## src/hbc_pkg.sv

```systemverilog
// Package for the hardware breakpoint comparator: register map, field layout, modes.
// Assumes a 16-bit core bus and a plain strobe-based register port.
package hbc_pkg;

  // Register offsets, one byte register per address
  localparam logic [15:0] HBC_OFS_CTL_A = 16'h0020; // breakpoint_control_a
  localparam logic [15:0] HBC_OFS_CTL_B = 16'h0021; // breakpoint_control_b
  localparam logic [15:0] HBC_OFS_AH = 16'h0022; // addr_compare_high
  localparam logic [15:0] HBC_OFS_AL = 16'h0023; // addr_compare_low
  localparam logic [15:0] HBC_OFS_DH = 16'h0024; // data_compare_high
  localparam logic [15:0] HBC_OFS_DL = 16'h0025; // data_compare_low

  // Reset values
  localparam logic [7:0] HBC_RST_BYTE = 8'h00;

  // Writable bit masks; unused bits read as zero
  localparam logic [7:0] HBC_MASK_CTL_A = 8'hec;
  localparam logic [7:0] HBC_MASK_CTL_B = 8'hff;

  // Control A field positions
  localparam int HBC_A_MODE_HI = 7;
  localparam int HBC_A_MODE_LO = 6;
  localparam int HBC_A_PROG = 5;
  localparam int HBC_A_RANGE2 = 3;
  localparam int HBC_A_RANGE1 = 2;

  // Control B field positions
  localparam int HBC_B_SIZE8 = 7;
  localparam int HBC_B_DCE = 6;
  localparam int HBC_B_MASKH = 5;
  localparam int HBC_B_MASKL = 4;
  localparam int HBC_B_RWQ2 = 3;
  localparam int HBC_B_RWV2 = 2;
  localparam int HBC_B_RWQ1 = 1;
  localparam int HBC_B_RWV1 = 0;

  // Break mode encodings
  localparam logic [1:0] HBC_MODE_OFF = 2'h0;
  localparam logic [1:0] HBC_MODE_SWI_DUAL = 2'h1;
  localparam logic [1:0] HBC_MODE_FULL = 2'h2;
  localparam logic [1:0] HBC_MODE_DBG_DUAL = 2'h3;

  // Kind of break request held toward the core
  typedef enum logic {HBC_KIND_DEBUG, HBC_KIND_SWI} hbc_kind_t;

  // One bus cycle as seen from the core
  typedef struct packed {
    logic [15:0] addr;
    logic [15:0] data;
    logic rd; // 1 read, 0 write
    logic valid; // Cycle valid this clock
    logic fetch; // Cycle is an opcode fetch
    logic exec; // Fetched opcode will execute
  } hbc_cycle_t;

  // Register access port
  typedef struct packed {
    logic [15:0] addr;
    logic [7:0] wdata;
    logic wr;
    logic rd;
  } hbc_reg_req_t;

endpackage : hbc_pkg

```

## src/hbc_compare.sv

```systemverilog
// Hardware breakpoint comparator watching the core address, data and read/write lines.
// Assumes the core and debug controller share this clock; inputs need no synchronising.
//
// Function
// RULE1: Mode field selects off, swi dual, full, debug dual
// RULE2: First address pair always compared in enabled modes
// RULE3: Data pair: address in dual, data in full
// RULE4: No matches while debug mode is active
// RULE5: Debug entry only when debug enable asserted
// RULE6: Software picks debug modes only when enabled; control A takes any mode write regardless of enable
// RULE7: Debug dual: each address fully qualified
// RULE8: Data compare enable gates second address
// RULE9: Eight-bit size bit ignored in dual modes
// RULE10: Program-only bit restricts breaks to executed opcodes
// RULE11: Swi dual mode always program fetch only
// RULE12: First range bit: high byte or full address
// RULE13: Second range bit adds low data register
// RULE14: Data compare enable off excludes data pair
// RULE15: High byte mask drops data bits 15:8
// RULE16: Low byte mask drops data bits 7:0
// RULE17: Second rw qualify only in dual with enable
// RULE18: Second rw value 0 write, 1 read
// RULE19: Control A resets zero, always readable, writable
// RULE20: First rw qualify: 0 write, 1 read
// RULE21: Swi dual match forces software interrupt
// RULE22: Single registered request, cleared on ack or debug
`timescale 1ns/10ps
module hbc_compare (
  // Clock and reset
  input wire logic clock,
  input wire logic nrst,
  // Register port
  input wire hbc_pkg::hbc_reg_req_t reg_req,
  output logic [7:0] reg_rdata,
  // Core bus cycle
  input wire hbc_pkg::hbc_cycle_t bus,
  // Debug controller status
  input wire logic dbg_active,
  input wire logic dbg_enable,
  // Break request toward the core
  input wire logic brk_ack,
  output logic brk_req,
  output logic brk_is_swi
);
  import hbc_pkg::*;

  // Register storage
  logic [7:0] ctl_a_reg; // Mode, program-only and range bits
  logic [7:0] ctl_b_reg; // Data enable, masks and read/write qualifiers
  logic [7:0] ah_reg; // First address compare, high byte
  logic [7:0] al_reg; // First address compare, low byte
  logic [7:0] dh_reg; // Data pair high byte, also second address high
  logic [7:0] dl_reg; // Data pair low byte, also second address low
  logic [7:0] rdata_reg;
  logic req_reg;
  hbc_kind_t kind_reg;

  // Address decode
  wire sel_a = reg_req.addr == HBC_OFS_CTL_A;
  wire sel_b = reg_req.addr == HBC_OFS_CTL_B;
  wire sel_ah = reg_req.addr == HBC_OFS_AH;
  wire sel_al = reg_req.addr == HBC_OFS_AL;
  wire sel_dh = reg_req.addr == HBC_OFS_DH;
  wire sel_dl = reg_req.addr == HBC_OFS_DL;

  // Read mux; unmapped offsets read zero
  wire [7:0] rd_mux = sel_a ? ctl_a_reg : sel_b ? ctl_b_reg : sel_ah ? ah_reg :
    sel_al ? al_reg : sel_dh ? dh_reg : sel_dl ? dl_reg : HBC_RST_BYTE;

  // Field decode
  wire [1:0] mode = {ctl_a_reg[HBC_A_MODE_HI], ctl_a_reg[HBC_A_MODE_LO]}; // see RULE1
  wire prog_only = ctl_a_reg[HBC_A_PROG];
  wire range1 = ctl_a_reg[HBC_A_RANGE1];
  wire range2 = ctl_a_reg[HBC_A_RANGE2];
  wire dce = ctl_b_reg[HBC_B_DCE];
  wire mask_h = ctl_b_reg[HBC_B_MASKH];
  wire mask_l = ctl_b_reg[HBC_B_MASKL];
  wire rwq2 = ctl_b_reg[HBC_B_RWQ2];
  wire rwv2 = ctl_b_reg[HBC_B_RWV2];
  wire rwq1 = ctl_b_reg[HBC_B_RWQ1];
  wire rwv1 = ctl_b_reg[HBC_B_RWV1];

  wire mode_swi = mode == HBC_MODE_SWI_DUAL;
  wire mode_full = mode == HBC_MODE_FULL;
  wire mode_dual = mode_swi || (mode == HBC_MODE_DBG_DUAL);
  // Size bit is not decoded anywhere, so dual modes cannot see it; see RULE9

  // First address compare, low byte only when range bit set
  wire hi1 = bus.addr[15:8] == ah_reg; // see RULE2
  wire lo1 = !range1 || (bus.addr[7:0] == al_reg); // see RULE12
  // First read/write qualifier; swi mode ignores it
  wire rw1 = mode_swi || !rwq1 || (bus.rd == rwv1); // see RULE20

  // Second address compare against data pair
  wire hi2 = bus.addr[15:8] == dh_reg; // see RULE3
  wire lo2 = !range2 || (bus.addr[7:0] == dl_reg); // see RULE13
  wire rw2 = mode_swi || !rwq2 || (bus.rd == rwv2); // see RULE17 see RULE18

  // Full mode data compare with byte masks
  wire dhi = mask_h || (bus.data[15:8] == dh_reg); // see RULE15
  wire dlo = mask_l || (bus.data[7:0] == dl_reg); // see RULE16

  // Program qualification: swi always needs an executed fetch
  wire need_prog = mode_swi || prog_only; // see RULE11
  wire prog_ok = !need_prog || (bus.fetch && bus.exec); // see RULE10

  // Per-breakpoint hits
  wire hit1 = hi1 && lo1 && rw1; // see RULE7
  wire hit2 = mode_dual && dce && hi2 && lo2 && rw2; // see RULE8 see RULE14
  wire hit_full = mode_full && hi1 && lo1 && rw1 && (!dce || (dhi && dlo)); // see RULE3
  wire any_hit = (mode_dual && (hit1 || hit2)) || hit_full;

  // Qualified match, suppressed while debug is active
  wire match = bus.valid && prog_ok && any_hit && !dbg_active; // see RULE4
  // Debug entry needs the enable; swi needs none
  wire fire = match && (mode_swi || dbg_enable); // see RULE5 see RULE21

  // Register writes; control A read/write at any time
  always_ff @(posedge clock) begin
    if (!nrst) begin
      ctl_a_reg <= HBC_RST_BYTE; // see RULE19
      ctl_b_reg <= HBC_RST_BYTE;
      ah_reg <= HBC_RST_BYTE;
      al_reg <= HBC_RST_BYTE;
      dh_reg <= HBC_RST_BYTE;
      dl_reg <= HBC_RST_BYTE;
    end else if (reg_req.wr) begin
      if (sel_a) ctl_a_reg <= reg_req.wdata & HBC_MASK_CTL_A; // see RULE19
      if (sel_b) ctl_b_reg <= reg_req.wdata & HBC_MASK_CTL_B;
      if (sel_ah) ah_reg <= reg_req.wdata;
      if (sel_al) al_reg <= reg_req.wdata;
      if (sel_dh) dh_reg <= reg_req.wdata;
      if (sel_dl) dl_reg <= reg_req.wdata;
    end
  end

  // Read data, valid the cycle after the read strobe only
  always_ff @(posedge clock) begin
    if (!nrst) begin
      rdata_reg <= HBC_RST_BYTE;
    end else begin
      rdata_reg <= reg_req.rd ? rd_mux : HBC_RST_BYTE;
    end
  end

  // Break request: a new match sets it only when none is held, over any clear; see RULE22
  always_ff @(posedge clock) begin
    if (!nrst) begin
      req_reg <= 1'b0;
      kind_reg <= HBC_KIND_DEBUG;
    end else if (fire && !req_reg) begin
      req_reg <= 1'b1;
      kind_reg <= mode_swi ? HBC_KIND_SWI : HBC_KIND_DEBUG;
    end else if (brk_ack || dbg_active) begin
      req_reg <= 1'b0; // see RULE22
    end
  end

  // Outputs straight from flip-flops
  assign reg_rdata = rdata_reg;
  assign brk_req = req_reg;
  assign brk_is_swi = kind_reg == HBC_KIND_SWI;

  // Mode 00 never raises a request
  a_off_no_req: assert property ( // see RULE1
    @(posedge clock) disable iff (!nrst)
    (mode == HBC_MODE_OFF && !req_reg) |=> !req_reg)
    else $error("request in off mode");

  // Nothing fires while the core runs debug code
  a_active_blocks: assert property ( // see RULE4
    @(posedge clock) disable iff (!nrst)
    (dbg_active && !req_reg) |=> !req_reg)
    else $error("request while debug active");

  // Debug entry needs the enable indication
  a_enable_gate: assert property ( // see RULE5
    @(posedge clock) disable iff (!nrst)
    (!req_reg && !dbg_enable && !mode_swi) |=> !req_reg)
    else $error("debug request without enable");

  // A software interrupt match raises a software request
  a_swi_kind: assert property ( // see RULE21
    @(posedge clock) disable iff (!nrst)
    (!req_reg && match && mode_swi) |=> (req_reg && brk_is_swi))
    else $error("swi match missed");

  // Acknowledge ends the request
  a_ack_clears: assert property ( // see RULE22
    @(posedge clock) disable iff (!nrst)
    (req_reg && brk_ack) |=> !req_reg)
    else $error("ack did not clear");

  // Debug entry ends the request as well
  a_dbg_clears: assert property ( // see RULE22
    @(posedge clock) disable iff (!nrst)
    (req_reg && dbg_active) |=> !req_reg)
    else $error("debug entry did not clear");

  // Request outputs are idle after reset
  a_req_reset: assert property ( // see RULE22
    @(posedge clock)
    !nrst |=> (!brk_req && !brk_is_swi))
    else $error("request not reset");

  // Control A comes out of reset as zero
  a_ctla_reset: assert property ( // see RULE19
    @(posedge clock)
    !nrst |=> (ctl_a_reg == HBC_RST_BYTE))
    else $error("control a not reset");

  // Control A takes every write
  a_ctla_write: assert property ( // see RULE19
    @(posedge clock) disable iff (!nrst)
    (reg_req.wr && sel_a) |=> (ctl_a_reg == ($past(reg_req.wdata) & HBC_MASK_CTL_A)))
    else $error("control a write lost");

  // Read data is zero unless a read came the cycle before
  a_rdata_idle: assert property ( // see RULE19
    @(posedge clock) disable iff (!nrst)
    !reg_req.rd |=> (reg_rdata == HBC_RST_BYTE))
    else $error("read data outside its cycle");

  // Software interrupt mode breaks only on executed fetches
  a_swi_prog: assert property ( // see RULE11
    @(posedge clock) disable iff (!nrst)
    (!req_reg && mode_swi && !(bus.fetch && bus.exec)) |=> !req_reg)
    else $error("swi on non-fetch");

  // Program-only bit blocks data cycles
  a_prog_only: assert property ( // see RULE10
    @(posedge clock) disable iff (!nrst)
    (!req_reg && prog_only && !bus.fetch) |=> !req_reg)
    else $error("break on a data cycle");

  // Second address needs the data compare enable
  a_dce_off: assert property ( // see RULE8
    @(posedge clock) disable iff (!nrst)
    (!dce && mode_dual && !hit1) |-> !any_hit)
    else $error("second address without enable");

  // Range bit clear: the high byte alone makes a hit
  a_range1_off: assert property ( // see RULE12
    @(posedge clock) disable iff (!nrst)
    (!req_reg && mode_swi && !range1 && bus.valid && bus.fetch && bus.exec &&
      !dbg_active && bus.addr[15:8] == ah_reg) |=> req_reg)
    else $error("high byte match missed");

  // Second range bit set: the low data byte must match too
  a_range2_on: assert property ( // see RULE13
    @(posedge clock) disable iff (!nrst)
    (!req_reg && mode == HBC_MODE_DBG_DUAL && range2 && bus.addr[7:0] != dl_reg &&
      bus.addr[15:8] != ah_reg) |=> !req_reg)
    else $error("second range ignored low byte");

  // Full mode always needs the first address
  a_full_addr: assert property ( // see RULE3
    @(posedge clock) disable iff (!nrst)
    (!req_reg && mode_full && bus.addr[15:8] != ah_reg) |=> !req_reg)
    else $error("full break without address");

  // Full mode with all fields matching gives a debug request
  a_full_fires: assert property ( // see RULE2
    @(posedge clock) disable iff (!nrst)
    (!req_reg && mode_full && dbg_enable && !dbg_active && bus.valid && !prog_only &&
      dce && !mask_h && !mask_l && !rwq1 && range1 && bus.addr == {ah_reg, al_reg} &&
      bus.data == {dh_reg, dl_reg}) |=> (req_reg && !brk_is_swi))
    else $error("full match missed");

  // Unmasked high data byte must match
  a_mask_high: assert property ( // see RULE15
    @(posedge clock) disable iff (!nrst)
    (!req_reg && mode_full && dce && !mask_h && bus.data[15:8] != dh_reg) |=> !req_reg)
    else $error("high data byte ignored");

  // Unmasked low data byte must match
  a_mask_low: assert property ( // see RULE16
    @(posedge clock) disable iff (!nrst)
    (!req_reg && mode_full && dce && !mask_l && bus.data[7:0] != dl_reg) |=> !req_reg)
    else $error("low data byte ignored");

  // First qualifier set for writes refuses read cycles
  a_rw1_write: assert property ( // see RULE20
    @(posedge clock) disable iff (!nrst)
    (!req_reg && !mode_swi && rwq1 && !rwv1 && bus.rd && (mode_full || !dce)) |=> !req_reg)
    else $error("first qualifier ignored");

  // Second qualifier set for reads refuses write cycles
  a_rw2_read: assert property ( // see RULE18
    @(posedge clock) disable iff (!nrst)
    (!req_reg && mode == HBC_MODE_DBG_DUAL && rwq2 && rwv2 && !bus.rd &&
      bus.addr[15:8] != ah_reg) |=> !req_reg)
    else $error("second qualifier ignored");

  // Software break seen
  c_swi_break: cover property (
    @(posedge clock) disable iff (!nrst)
    req_reg && brk_is_swi);

  // Debug break seen
  c_dbg_break: cover property (
    @(posedge clock) disable iff (!nrst)
    req_reg && !brk_is_swi);

  // Full mode break seen
  c_full_hit: cover property (
    @(posedge clock) disable iff (!nrst)
    fire && mode_full);

  // Second address alone breaks
  c_second_hit: cover property (
    @(posedge clock) disable iff (!nrst)
    fire && hit2 && !hit1);

endmodule : hbc_compare

```

## config.mk

```make
export PLATFORM = sky130hd
export DESIGN_NAME = hbc_compare
export DESIGN_NICKNAME = d
export VERILOG_FILES = /design/src/hbc_pkg.sv /design/src/hbc_compare.sv
export SDC_FILE = /design/constraint.sdc
export NUM_CORES = 1
export LEC_CHECK = 0
export ABC_AREA = 1
export BUFFER_PORTS_ARGS = -buffer_cell sky130_fd_sc_hd__buf_2
export CAP_MARGIN = 20
export CELL_PAD_IN_SITES_DETAIL_PLACEMENT = 0
export CELL_PAD_IN_SITES_GLOBAL_PLACEMENT = 1
export CORE_ASPECT_RATIO = 1.2
export CORE_UTILIZATION = 30
export DETAILED_ROUTE_END_ITERATION = 10
export GPL_TIMING_DRIVEN = 0
export PLACE_DENSITY = 0.74
export RECOVER_POWER = 50
export SLEW_MARGIN = 10
export SYNTH_ARGS = -nofsm -noshare
export SYNTH_HDL_FRONTEND = slang
export SYNTH_SLANG_ARGS = --single-unit
export TNS_END_PERCENT = 1
```

## constraint.sdc

```tcl
create_clock -name clock -period 2.5 [get_ports clock]
set_input_delay 0.375 -clock clock [delete_from_list [all_inputs] [get_ports clock]]
set_output_delay 0.375 -clock clock [all_outputs]
set_load 0.005 [all_outputs]
```

==> impl_results.md <==
* Post-Syn Instances at 487
* Tot GR Track Use at 0.182
* Worst-skew pair later-pin latency at 300 ps
* First-pass GRT wire length at 15.9 mm
* N_diodes at 0
* Via Count at 3,315
* Worst Hold Class: in2reg
* Final Critical Period at 2130 ps
* Startpoint types: input port
* Grt total ovfl at 0
* Total clock sinks at 55
* Syn_area_per_cell at 6.67 µm²
* CP max-delay cell: nor3_4
* Fin. max-slew vios at 0
* Crit Path Category: in2reg
* Hold-fix buffers at CTS at 0
* Row count at 41
* Fin crit share at 0.853
* DRC viols at 0
* Max-capacitance violation count at 0
* Setup Skew at 4.34 ps
* Ys async rst share at 0
* CTS tree: built
* Status: complete, no violations
* Crit-path cells: buf_2, or2_0, nor3_4, nand2_4, nor2_1, nand2_1, clkbuf_1, a211oi_1
* H-Tree Depth at 2
* Maximum fanout along the worst path at 10
* Synth Net Count at 554
* Setup bufs post-CTS at 0
* Setup violators final at 0
* Final nets at 637
* Total iterations of the first detailed-routing run at 6
* Post-Route Setup TNS at 0 ps
* Global placer's final weighted congestion at 0.816
* Die H at 116 µm
* Synthesized flop and latch total at 55
* Final WL at 9.99 mm
* Total Power at 1840 µW
* RSZ-0062 raised after global routing: false
* Slew at the pin closest to its max-slew limit at 753 ps
* Mapped Area at 0.00325 mm²
* Mean number of vias per cell at 4.74
* Area grow syn2layout at 20.7%
* Total CTS buffers at 5
* WP data required at 2710 ps
* Post-synth top flop: dfxtp_1
* Chip width at 97.0 µm
* Largest net degree at the start of global routing at 16
* Area of the multi-input gates at 0.00181 mm²
* Starting density of the core at 0.309
* Max incr delay on CP at 430 ps
* Initial antenna violation count at 0
* Yosys warns at 0
* IO Count at 77
* Most common cell after layout, fill and taps aside: nand2_1
* Clock transition at the registers of the reported paths at 70 ps
* Layout cell share with drive strength beyond 1 at 0.160
* LEAKAGE at 0.00163 µW
* Initial DRC Count at 162
* Post-DR wirelength/cell at 14.3 µm
* Critical path arrival at 2340 ps
* Vias in the first global route at 3,140
* Fin util at 0.373
* Post-synthesis sequential area ratio at 0.339
* Fillers at 1,156
* Netlist cell types at 29
* Max IR drop VDD at 0.000222 V
* Placement-stage cell area at 0.00379 mm²
* Fin area at 0.00392 mm²
* Final Hold Fails at 0
* Post-DRT Antenna Nets at 0
* Hold_ws at 342 ps
* Core area at 0.0105 mm²
* Seq. cell area at 0.00110 mm²
* Post-CTS resize count at 0
* Setup crit end kind: register
* Die ar. at 0.0113 mm²
* Detailed Place HPWL at 8.14 mm
* Buffers on Ports at 76
* Power Density at 468 mW/mm²
* Max Freq at 469 MHz
* Commonest cells after routing, fill and taps aside: nand2_1 (125), inv_1 (72), buf_2 (69), nor2_1 (66), dfxtp_1 (55)
* Clock buffer depth at 2
* Post-synth EDFFs at 0
* Clock Tree Root: clkbuf_16
* Worst slew margin at 0.493
[report_power, final]
part           internal, µW  switching (µW)
registers               875         0.00978
logic                  73.5             103
clock network           468             318
total                  1420             420
[cell families (layout without fill, tap and decap cells)]
kind of cell | after synthesis | count (layout) | share of synthesized area
simple gates | 220 | 220 | 0.287
compound gates | 97 | 97 | 0.185
buf+inv | 82 | 165 | 0.100
flops | 55 | 55 | 0.339
xor+xnor | 33 | 33 | 0.0889
[cells in the mapped netlist, types with 7 or more instances]
master / count / share of area
a21oi_1: 38 / 0.059
nand4_1: 7 / 0.013
o21ai_0: 28 / 0.043
a211oi_1: 14 / 0.032
nor2_1: 65 / 0.075
inv_1: 71 / 0.082
nor3_1: 7 / 0.011
nand2_1: 124 / 0.14
a211oi_2: 8 / 0.031
dfxtp_1: 55 / 0.34
xnor2_1: 28 / 0.075
[critical path, delay by kind of cell]
family	cells	cell delay, ps
simple gates	5	1360
compound gates	1	250
buf+inv	2	350
[stage by stage]
step,std cells,setup slack (ps)
floorplan,487,582
global placement,692,95.1
detailed placement,692,106
CTS,699,410
global route,699,186
finish,699,368
[routing by layer]
layer  GRT usage  vias up  share of wire  wire, µm
met5           0        -              0         0
met2       0.328      102           0.50      4990
met1       0.221     1477           0.43      4270
met4      0.0647        0          0.020       204
met3      0.0265       15          0.053       525
li1            -     1721              -         -
[area by class of cell]
cell class | instances | area share
plain buffers | 9 | 0.0124
clock buffers | 6 | 0.0329
clock inverters | 1 | 0.00766
inverters | 73 | 0.0699
multi-input cells | 350 | 0.461
flip-flops and latches | 55 | 0.281
well taps | 129 | 0.0411
repair buffers | 76 | 0.0947
[final timing paths]
| path | to | startpoint | cells past startpoint | slack [ps] |
|---|---|---|---|---|
| setup / recovery | ctl_b_reg[5] | reg_req[23] | 8 | 370 |
| hold / removal | brk_req | brk_ack | 3 | 340 |
| setup reg to reg | brk_is_swi | ctl_a_reg[7] | 14 | 830 |
| hold reg to reg | brk_is_swi | brk_is_swi | 2 | 460 |
No activity file was read; power rests on OpenSTA's default activity.
